File: src/rtl/iprio_pkg.sv
// package: register map, field layout and reset values of the priority register slice
package iprio_pkg;

    // ------------------------------------------------------------
    // register map
    // ------------------------------------------------------------
    localparam logic [11:0] IPRIO_CTRL_ZERO_OFFSET = 12'h000;   // interrupt_priority_control_zero
    localparam logic [11:0] IPRIO_STATUS_OFFSET    = 12'h004;   // arbitration result, read only
    localparam logic [11:0] IPRIO_REQUEST_OFFSET   = 12'h008;   // request flags and enables
    localparam int          IPRIO_REG_WIDTH        = 16;

    // ------------------------------------------------------------
    // field layout
    // ------------------------------------------------------------
    localparam int          IPRIO_TIMER_LSB    = 12;
    localparam int          IPRIO_COMPARE_LSB  = 8;
    localparam int          IPRIO_CAPTURE_LSB  = 4;
    localparam int          IPRIO_EXT_LSB      = 0;
    localparam int          IPRIO_NUM_SRC      = 4;
    localparam logic [15:0] IPRIO_IMPL_MASK    = 16'h7777;   // bits 15, 11, 7 and 3 absent

    // ------------------------------------------------------------
    // reset values
    // ------------------------------------------------------------
    localparam logic [2:0]  IPRIO_FIELD_RESET  = 3'h4;
    localparam logic [15:0] IPRIO_CTRL_RESET   = 16'h4444;
    localparam logic [2:0]  IPRIO_LEVEL_OFF    = 3'h0;

    // source index
    typedef enum logic [1:0] {
        IPRIO_SRC_EXT     = 2'b00,
        IPRIO_SRC_CAPTURE = 2'b01,
        IPRIO_SRC_COMPARE = 2'b10,
        IPRIO_SRC_TIMER   = 2'b11
    } iprio_src_type;

endpackage

File: src/rtl/iprio_field_if.sv
// interface: priority fields handed from the register slice to the arbiter
`timescale 1ns/10ps
interface iprio_field_if;
    logic [2:0]  timer_one_priority;
    logic [2:0]  compare_one_priority;
    logic [2:0]  capture_one_priority;
    logic [2:0]  ext_irq_zero_priority;
    logic [3:0]  pending;              // request flag and enable per source
    logic        irq_valid;
    logic [2:0]  irq_level;
    logic [1:0]  irq_source;

    modport regs (output timer_one_priority, compare_one_priority, capture_one_priority,
                  output ext_irq_zero_priority, pending, input irq_valid, irq_level, irq_source);
    modport arb  (input timer_one_priority, compare_one_priority, capture_one_priority,
                  input ext_irq_zero_priority, pending, output irq_valid, irq_level, irq_source);
endinterface // iprio_field_if

File: src/rtl/iprio_bank_zero.sv
// module: priority register slice zero with apb access and its arbiter
`timescale 1ns/10ps

// What this block does
// - bits 15, 11, 7 and 3 read as zero and ignore writes.
// - four 3-bit read/write priority fields sit at bits 14-12, 10-8, 6-4 and 2-0.
// - code 111 gives level 7, the highest, beating every lower code.
// - code 001 gives level 1, the lowest active level, codes between map linearly.
// - code 000 disables its source so it never raises an interrupt.
module iprio_bank_zero
    import iprio_pkg::*;
(
    // clock and reset
    input  wire logic        pclk,
    input  wire logic        presetn,
    // apb slave
    input  wire logic        psel,
    input  wire logic        penable,
    input  wire logic        pwrite,
    input  wire logic [11:0] paddr,
    input  wire logic [31:0] pwdata,
    input  wire logic [3:0]  pstrb,
    output logic      [31:0] prdata,
    output logic             pready,
    output logic             pslverr,
    // arbitration result
    output logic             irq_req,
    output logic      [2:0]  irq_level,
    output logic      [1:0]  irq_source
);

    // ------------------------------------------------------------
    // state
    // ------------------------------------------------------------
    logic [15:0] ctrl_d, ctrl_q;
    logic [7:0]  req_d,  req_q;     // [3:0] flags, [7:4] enables
    logic [31:0] rdata_d, rdata_q;
    logic        ready_d, ready_q;
    logic        err_d,   err_q;
    logic        irq_q;
    logic [2:0]  lvl_q;
    logic [1:0]  src_q;
    logic        setup;
    logic        access;

    iprio_field_if fields ();

    // masks away the unimplemented bit positions
    function automatic logic [15:0] implemented(input logic [15:0] v);
        return v & IPRIO_IMPL_MASK;
    endfunction

    // merges write data into a word honouring byte strobes
    function automatic logic [15:0] merge(input logic [15:0] old, input logic [31:0] wd,
                                          input logic [3:0] st);
        logic [15:0] r;
        r = old;
        if (st[0]) r[7:0]  = wd[7:0];
        if (st[1]) r[15:8] = wd[15:8];
        return r;
    endfunction

    // a setup cycle: answered with pready one cycle later in the access phase
    assign setup = psel && !penable;
    // the access edge that samples pready high; writes land here and nowhere else
    assign access = psel && penable && ready_q;

    // ------------------------------------------------------------
    // register write and read decode
    // ------------------------------------------------------------
    always_comb begin
        ctrl_d  = ctrl_q;
        req_d   = req_q;
        rdata_d = rdata_q;
        ready_d = 1'b0;
        err_d   = 1'b0;
        if (setup) begin
            ready_d = 1'b1;
            rdata_d = 32'h0000_0000;
            if (paddr == IPRIO_CTRL_ZERO_OFFSET) begin
                if (!pwrite)
                    rdata_d = {16'h0000, implemented(ctrl_q)};
            end else if (paddr == IPRIO_REQUEST_OFFSET) begin
                if (!pwrite)
                    rdata_d = {24'h00_0000, req_q};
            end else if (paddr == IPRIO_STATUS_OFFSET) begin
                if (pwrite)
                    err_d = 1'b1;
                else
                    rdata_d = {26'h000_0000, irq_q, src_q, lvl_q};
            end else begin
                err_d = 1'b1;                                            // unmapped address
            end
        end
        // write effect only at the edge that closes the access phase
        if (access && pwrite) begin
            if (paddr == IPRIO_CTRL_ZERO_OFFSET)
                ctrl_d = implemented(merge(ctrl_q, pwdata, pstrb));
            else if (paddr == IPRIO_REQUEST_OFFSET)
                req_d = pstrb[0] ? pwdata[7:0] : req_q;
        end
    end

    // registers; write effect lands at the edge that closes the access phase
    always_ff @(posedge pclk or negedge presetn) begin
        if (!presetn) begin
            ctrl_q  <= IPRIO_CTRL_RESET;
            req_q   <= 8'h00;
            rdata_q <= 32'h0000_0000;
            ready_q <= 1'b0;
            err_q   <= 1'b0;
        end else begin
            ctrl_q  <= ctrl_d;
            req_q   <= req_d;
            rdata_q <= rdata_d;
            ready_q <= ready_d;
            err_q   <= err_d;
        end
    end

    // ------------------------------------------------------------
    // fields to the arbiter
    // ------------------------------------------------------------
    assign fields.timer_one_priority    = ctrl_q[IPRIO_TIMER_LSB   +: 3];
    assign fields.compare_one_priority  = ctrl_q[IPRIO_COMPARE_LSB +: 3];
    assign fields.capture_one_priority  = ctrl_q[IPRIO_CAPTURE_LSB +: 3];
    assign fields.ext_irq_zero_priority = ctrl_q[IPRIO_EXT_LSB     +: 3];
    assign fields.pending               = req_q[3:0] & req_q[7:4];

    iprio_arbiter u_arb (
        .pclk    (pclk),
        .presetn (presetn),
        .fields  (fields)
    );

    assign irq_q = fields.irq_valid;
    assign lvl_q = fields.irq_level;
    assign src_q = fields.irq_source;

    // outputs straight from flip-flops
    assign prdata     = rdata_q;
    assign pready     = ready_q;
    assign pslverr    = err_q;
    assign irq_req    = irq_q;
    assign irq_level  = lvl_q;
    assign irq_source = src_q;

endmodule // iprio_bank_zero

File: src/rtl/iprio_arbiter.sv
// module: picks the pending source with the highest non-zero priority level
`timescale 1ns/10ps
module iprio_arbiter
    import iprio_pkg::*;
(
    // clock and reset
    input  wire logic  pclk,
    input  wire logic  presetn,
    // priority fields and result
    iprio_field_if.arb fields
);

    logic       valid_d, valid_q;
    logic [2:0] level_d, level_q;
    logic [1:0] src_d,   src_q;
    logic [2:0] lvl [IPRIO_NUM_SRC];

    // level 1..7 is the code itself, higher code wins; code 000 never competes
    always_comb begin
        lvl[0]  = fields.ext_irq_zero_priority;
        lvl[1]  = fields.capture_one_priority;
        lvl[2]  = fields.compare_one_priority;
        lvl[3]  = fields.timer_one_priority;
        valid_d = 1'b0;
        level_d = IPRIO_LEVEL_OFF;
        src_d   = IPRIO_SRC_EXT;
        for (int i = 0; i < IPRIO_NUM_SRC; i++) begin
            if (fields.pending[i] && (lvl[i] != IPRIO_LEVEL_OFF) && (lvl[i] > level_d)) begin
                valid_d = 1'b1;
                level_d = lvl[i];
                src_d   = 2'(i);
            end
        end
    end

    // result registers
    always_ff @(posedge pclk or negedge presetn) begin
        if (!presetn) begin
            valid_q <= 1'b0;
            level_q <= IPRIO_LEVEL_OFF;
            src_q   <= IPRIO_SRC_EXT;
        end else begin
            valid_q <= valid_d;
            level_q <= level_d;
            src_q   <= src_d;
        end
    end

    assign fields.irq_valid  = valid_q;
    assign fields.irq_level  = level_q;
    assign fields.irq_source = src_q;

endmodule // iprio_arbiter

File: config.mk
export PLATFORM = sky130hd
export DESIGN_NAME = iprio_bank_zero
export DESIGN_NICKNAME = d
export VERILOG_FILES = /design/src/rtl/iprio_pkg.sv /design/src/rtl/iprio_field_if.sv /design/src/rtl/iprio_bank_zero.sv /design/src/rtl/iprio_arbiter.sv
export SDC_FILE = /design/constraint.sdc
export NUM_CORES = 1
export LEC_CHECK = 0
export BUFFER_PORTS_ARGS = -buffer_cell sky130_fd_sc_hd__buf_2
export CORE_UTILIZATION = 44
export DETAILED_ROUTE_END_ITERATION = 16
export GPL_TIMING_DRIVEN = 0
export PLACE_DENSITY = 0.77
export SYNTH_ARGS = -nofsm -noshare
export SYNTH_HDL_FRONTEND = slang
export SYNTH_HIERARCHICAL = 1
export SYNTH_SLANG_ARGS = --single-unit
export TNS_END_PERCENT = 5
File: constraint.sdc
create_clock -name pclk -period 3.7 [get_ports pclk]
set_input_delay 0.37 -clock pclk [delete_from_list [all_inputs] [get_ports pclk]]
set_output_delay 0.37 -clock pclk [all_outputs]
set_load 0.01 [all_outputs]
==> out/metrics.yaml, run 1 <==
status: "finished with violations"
violations: "negative setup slack"
die-area_mm2: 0.00548
fillerInstances: 406
grt_antenna_before_repair: 0
fin_ws_ns: -0.325
grt_max_degree: 43
syn_area_mm2: 0.00228
max_freq_mhz: 248
whs_ns: 0.195
initial_utilization_pct: 47.1
synthCells: 204
critical_path_class: "flip-flop to flip-flop"
clk_latency_ns: 0.30
cp_data_required_time_ns: 3.89
final_cell_mix: "buf_2 (54), dfrtp_1 (38), buf_4 (27)"
core_area_mm2: 0.00485
cp_top_family: "compound AO/OA/AOI/OAI gates"
die_width_um: 74.1
tritoncts: "done"
port_buffers: 52
clk_pin_slew_worst_paths_ns: 0.08
vias: 1819
min_path_type: "input pin to async pin"
dp_slack_ns: -0.556
numCtsBuffers: 5
ant_nets: 0
die_h_um: 74.1
critPathSlowestCell: "dfrtp_1"
irDropWorstVdd_v: 0.000206
arrival_ns: 4.21
hold_buffers: 0
cts_root_buf: "clkbuf_8"
wl_um: 5320
period_share_pct: 109
drc_errors: 0
p_leak_nw: 1.57
grt_usage_pct: 20.3
worstMarginPinSlew_ns: 0.911
area_delta_synth_final_pct: 32.7
cts_buffer_depth: 2
yosysWarnings: 6
h-tree-depth: 2
regArea_mm2: 0.00106
powerDensity_mw_per_mm2: 276
drt_iter0_markers: 72
drt-pass1-iter-count: 4
critical_path.cell_chain: "and2_4, and2_4, ha_4, nand3b_1, a211oi_4, buf_4, a21bo_1, nand2_1, ha_1, nor2b_4, o21ai_4, a211o_4, a31oi_2, ha_1, nor2b_4, o21a_1, o21ai_4, mux2_4"
routabilityCongestion: 0.826
nNetsFinal: 351
final.setup_skew_ns: 0.00400
slew_violations: 0
period_minus_slack_ns: 4.03
drv_cap: 0
rows: 25
synth_seq_cells: 42
drive_gt1_share_pct: 49.7
yosysUniqueCellTypes: 43
wl_per_cell_um: 14.9
crit_start: "req_q[0]"
rsz0062_at_grt: "yes"
slew_headroom_pct: 39.2
crit_buf_inv: 1
final_common_cell: "buf_2"
dp_hpwl_um: 3760
multi_input_area_mm2: 0.00127
end_kind: "flip-flop"
syn_avg_cell_area_um2: 11.2
diodes: 0
ys_seq_area_share_pct: 46.2
hold_viol: 0
finalSetupViolations: 6
cp_max_fo: 7
regToRegStartpoint: "req_q[0]"
cpPeakStageDelay_ns: 0.40
via_per_inst: 5.10
io_pins: 93
cts.sinks: 42
critPathLaunchType: "flip-flop"
grt_pass1_wl_um: 8270
overflow: 0
grt_pass1_vias: 1765
## worst register-to-register path: stages, from the launching register on
cell      delay, ns
dfrtp_1        0.40
and2_4         0.19
and2_4         0.15
ha_4           0.15
nand3b_1       0.19
a211oi_4       0.31
buf_4          0.19
a21bo_1        0.14
nand2_1        0.07
ha_1           0.21
nor2b_4        0.14
o21ai_4        0.09
a211o_4        0.36
a31oi_2        0.26
ha_1           0.24
nor2b_4        0.05
o21a_1         0.20
o21ai_4        0.26
mux2_4         0.33
## layer usage
layer	up-vias	global-route usage [%]	wire length [µm]	share of wire, %
li1	876	-	-	-
met2	51	34.6	2760	52
met3	8	4.07	254	4.8
met4	0	6.62	76	1.4
met5	-	0	0	0
met1	884	25.8	2240	42
## worst paths after layout
| check | slack [ns] | to | cells after the start |
|---|---|---|---|
| worst max-delay path | -0.33 | u_arb/fields.irq_level[0] | 18 |
| worst min-delay path | 0.19 | ctrl_q[9] | 1 |
| worst max register to register | -0.33 | u_arb/fields.irq_level[0] | 18 |
| worst min register to register | 0.50 | prdata[6] | 1 |
| max in group asynchronous | 2.93 | ctrl_q[0] | 1 |
| min in group pclk | 0.30 | ctrl_q[14] | 2 |
## sequential cells by signal (all words and copies together) (netlist names)
name	count
pready	1
ctrl_q	12
pslverr	1
req_q	8
prdata	14
u_arb/fields.irq_valid	1
u_arb/fields.irq_level	3
u_arb/fields.irq_source	2
## cell families (layout without fill, tap and decap cells)
| kind of cell | Yosys count | in the layout | synth area share (%) |
|---|---|---|---|
| mux | 27 | 27 | 13.0 |
| simple gates | 45 | 45 | 11.9 |
| other cells | 1 | 18 | 0.164 |
| compound gates | 46 | 46 | 15.1 |
| buf+inv | 34 | 103 | 8.65 |
| fa+ha+maj | 9 | 9 | 4.93 |
| flops | 42 | 42 | 46.2 |
## timing repair
action / 4_1_cts / 5_1_grt
pin swaps: 13 / 6
endpoints found under the setup margin: 6 / 6
resized for setup: 10 / 6
endpoints found under the hold margin: 0 / 0
setup buffers: 7 / 2
## cell usage after synthesis
library cell  count  area, µm²
dfrtp_1          38        951
mux2_2           21        236
buf_4            18        135
a22o_1           13        114
nand2_1          13       48.8
inv_1            11       41.3
ha_1              9        113
o21ai_0           9       45.0
and2_1            6       37.5
mux2i_1           6       60.1
nor2_1            6       22.5
dfstp_2           4        105
o21ai_1           4       20.0
clkbuf_1          3       11.3
nor2b_1           3       18.8
o31ai_1           3       22.5
a2111oi_0         2       17.5
a211oi_1          2       15.0
a21o_1            2       15.0
a21oi_1           2       10.0
a31oi_1           2       12.5
a32oi_1           2       17.5
buf_2             2       10.0
nand3_1           2       10.0
nor3_2            2       20.0
nor4_1            2       12.5
a211o_1           1       8.76
a211oi_4          1       20.0
a21bo_1           1       10.0
a32o_1            1       10.0
and2_4            1       8.76
and3_2            1       7.51
and3_4            1       11.3
conb_1            1       3.75
nand2b_1          1       6.26
nand3b_1          1       7.51
nand4_1           1       6.26
nor3_1            1       5.00
nor3b_1           1       7.51
nor4_4            1       21.3
nor4b_2           1       15.0
o21a_1            1       7.51
or2_2             1       6.26
## metrics by stage
step | instances | power (mW) | TNS [ns] | cell area (µm²) | utilization [%]
after floorplan | 221 | 0.505 | -0.649 | 2410 | -
after global placement | 340 | 0.535 | -2.61 | 2760 | 56.9
after detailed placement | 340 | 0.535 | -3.07 | 2760 | 56.9
after CTS | 355 | 0.842 | -1.25 | 2980 | 61.5
after global routing | 357 | 0.865 | -2.67 | 3030 | 62.5
final | 357 | 0.836 | -1.60 | 3030 | 62.5
## cell type report
| class | count | share of cell area, % |
|---|---|---|
| clock buffer | 6 | 2.72 |
| buffer | 23 | 5.16 |
| multi-input combinational | 145 | 41.9 |
| sequential | 42 | 34.8 |
| tap | 67 | 2.77 |
| timing repair buffer | 61 | 10.8 |
| clock inverter | 2 | 0.413 |
| inverter | 11 | 1.36 |
## power breakdown
part	internal (mW)	leakage (nW)	switching (mW)
Sequential	0.460	0.570	0.000476
Clock	0.150	0.0472	0.159
Combinational	0.0289	0.957	0.0374
Note: power is estimated with default switching activity, not from simulation.
==> run 2: changes to the inputs <==
--- a/config.mk
+++ b/config.mk
@@ -14,4 +14,3 @@
 export SYNTH_HDL_FRONTEND = slang
 export SYNTH_HIERARCHICAL = 1
 export SYNTH_SLANG_ARGS = --single-unit
-export TNS_END_PERCENT = 5
==> run 2 against run 1 <==
  * The run still ends with negative setup slack left
  * First-iteration DRC count up 54%
  * Final cell count increased by 1.1%
  * Largest power group unchanged
  * Die area did not move
  * Sequential cell count is the same
  * Sequential share of layout area down 0.45 points
  * Maximum frequency rose by 2.0%
  * Highest routed layer unchanged
  * Design area up 1.3%
  * Critical endpoint unchanged
==> out/metrics.yaml, run 2 (synthesized netlist as in run 1, its figures left out) <==
grt_pass1_vias: 1766
drc_errors: 0
dp_slack_ns: -0.578
wl_um: 5340
final_util_pct: 63.4
tritoncts: "done"
vias: 1809
cts_buffer_depth: 2
grt_usage_pct: 21.0
total_power_uw: 890
diodes: 0
core_area_mm2: 0.00485
cp_max_fo: 7
period_minus_slack_ns: 3.95
rsz0062_at_grt: "yes"
max_freq_mhz: 253
initial_utilization_pct: 47.1
whs_ns: 0.195
final.setup_skew_ns: 0.00903
postPlaceCellArea_mm2: 0.00278
fillerInstances: 379
arrival_ns: 4.13
p_leak_nw: 1.61
final_cell_mix: "buf_2 (54), dfrtp_1 (38), buf_4 (31)"
status: "finished with violations"
min_path_type: "input pin to async pin"
routabilityCongestion: 0.807
p_sw_share_pct: 22.4
clk_pin_slew_worst_paths_ns: 0.08
worstMarginPinSlew_ns: 0.927
drt_iter0_markers: 111
fin_ws_ns: -0.247
dp_hpwl_um: 3820
io_pins: 93
powerDensity_mw_per_mm2: 290
slew_headroom_pct: 38.2
drive_gt1_share_pct: 50.0
overflow: 0
ant_nets: 0
die_width_um: 74.1
slew_violations: 0
grt_max_degree: 43
h-tree-depth: 2
hold_viol: 0
critical_path_class: "flip-flop to flip-flop"
die-area_mm2: 0.00548
area_delta_synth_final_pct: 34.4
numCtsBuffers: 5
period_share_pct: 107
drv_cap: 0
rows: 25
p_switching_uw: 200
die_h_um: 74.1
irDropWorstVdd_v: 0.000249
final_cell_area_mm2: 0.00307
clk_latency_ns: 0.30
largest_reg_flops: 14
hold_buffers: 0
drt-pass1-iter-count: 4
violations: "negative setup slack"
cts.sinks: 42
final_common_cell: "buf_2"
critPathLaunchType: "flip-flop"
port_buffers: 52
p_clk_share_pct: 40.8
intPower_uw: 690
seqPwrFrac_pct: 51.7
cts_root_buf: "clkbuf_8"
end_kind: "flip-flop"
grt_antenna_before_repair: 0
wl_per_cell_um: 14.8
nNetsFinal: 355
via_per_inst: 5.01
finalSetupViolations: 6
share_comb_of_total_power_pct: 7.5
cp_data_required_time_ns: 3.89
grt_pass1_wl_um: 8480
-- run 2: power by group through the flow --
| stage | Sequential, mW | Combinational [mW] | Clock [mW] |
|---|---|---|---|
| after floorplan | 0.470 | 0.0350 | 0 |
| final | 0.460 | 0.0666 | 0.363 |
| after global routing | 0.461 | 0.0750 | 0.385 |
| after detailed placement | 0.469 | 0.0663 | 0 |
| after global placement | 0.469 | 0.0653 | 0 |
| after CTS | 0.460 | 0.0663 | 0.369 |
-- run 2: repair_timing --
item	CTS	global route
pin swaps	11	4
setup buffers	9	4
resized for setup	10	4
setup endpoints to repair	6	6
hold endpoints to repair	0	0
-- run 2: worst paths after layout --
check / from / end / slack (ns) / depth (start not counted)
setup / recovery: req_q[0] / u_arb/fields.irq_level[0] / -0.25 / 16
setup reg to reg: req_q[0] / u_arb/fields.irq_level[0] / -0.25 / 16
hold reg to reg: prdata[7] / prdata[7] / 0.51 / 1
min in group pclk: pwdata[9] / ctrl_q[9] / 0.29 / 2
hold / removal: presetn / ctrl_q[9] / 0.20 / 1
max in group asynchronous: presetn / req_q[2] / 2.92 / 1
-- run 2: per-layer routing --
metal  global-route usage (%)  part of all wire [%]  up-vias
met5                        0                     0        -
met4                     7.26                   1.1        0
li1                         -                     -      876
met1                     27.6                    43      875
met3                     4.47                   4.6        6
met2                     34.3                    51       52
-- run 2: final cells by class --
cell class              instances  area [µm²]  share of cell area [%]
plain buffers                  23         156                    5.09
clock buffers                   6        72.6                    2.36
clock inverters                 2        37.5                    1.22
inverters                      11        41.3                    1.34
multi-input cells             145        1270                    41.2
flip-flops and latches         42        1060                    34.4
well taps                      67        83.8                    2.73
repair buffers                 65         358                    11.6
-- run 2: critical path, stage by stage (launching register included) --
cell	delay (ns)
dfrtp_1	0.38
and2_4	0.18
and2_4	0.15
ha_4	0.14
nand3b_1	0.19
a211oi_4	0.31
o21ai_1	0.13
a32oi_2	0.27
ha_1	0.29
and3_4	0.21
a211o_4	0.34
a21o_1	0.19
ha_4	0.22
nor2b_4	0.12
o21a_1	0.20
o21ai_4	0.21
mux2_4	0.32
-- run 2: through the flow --
| stage | cells | TNS, ns |
|---|---|---|
| floorplan | 221 | -0.657 |
| global placement | 340 | -2.47 |
| detailed placement | 340 | -3.20 |
| CTS | 357 | -1.41 |
| global route | 361 | -2.22 |
| finish | 361 | -1.21 |
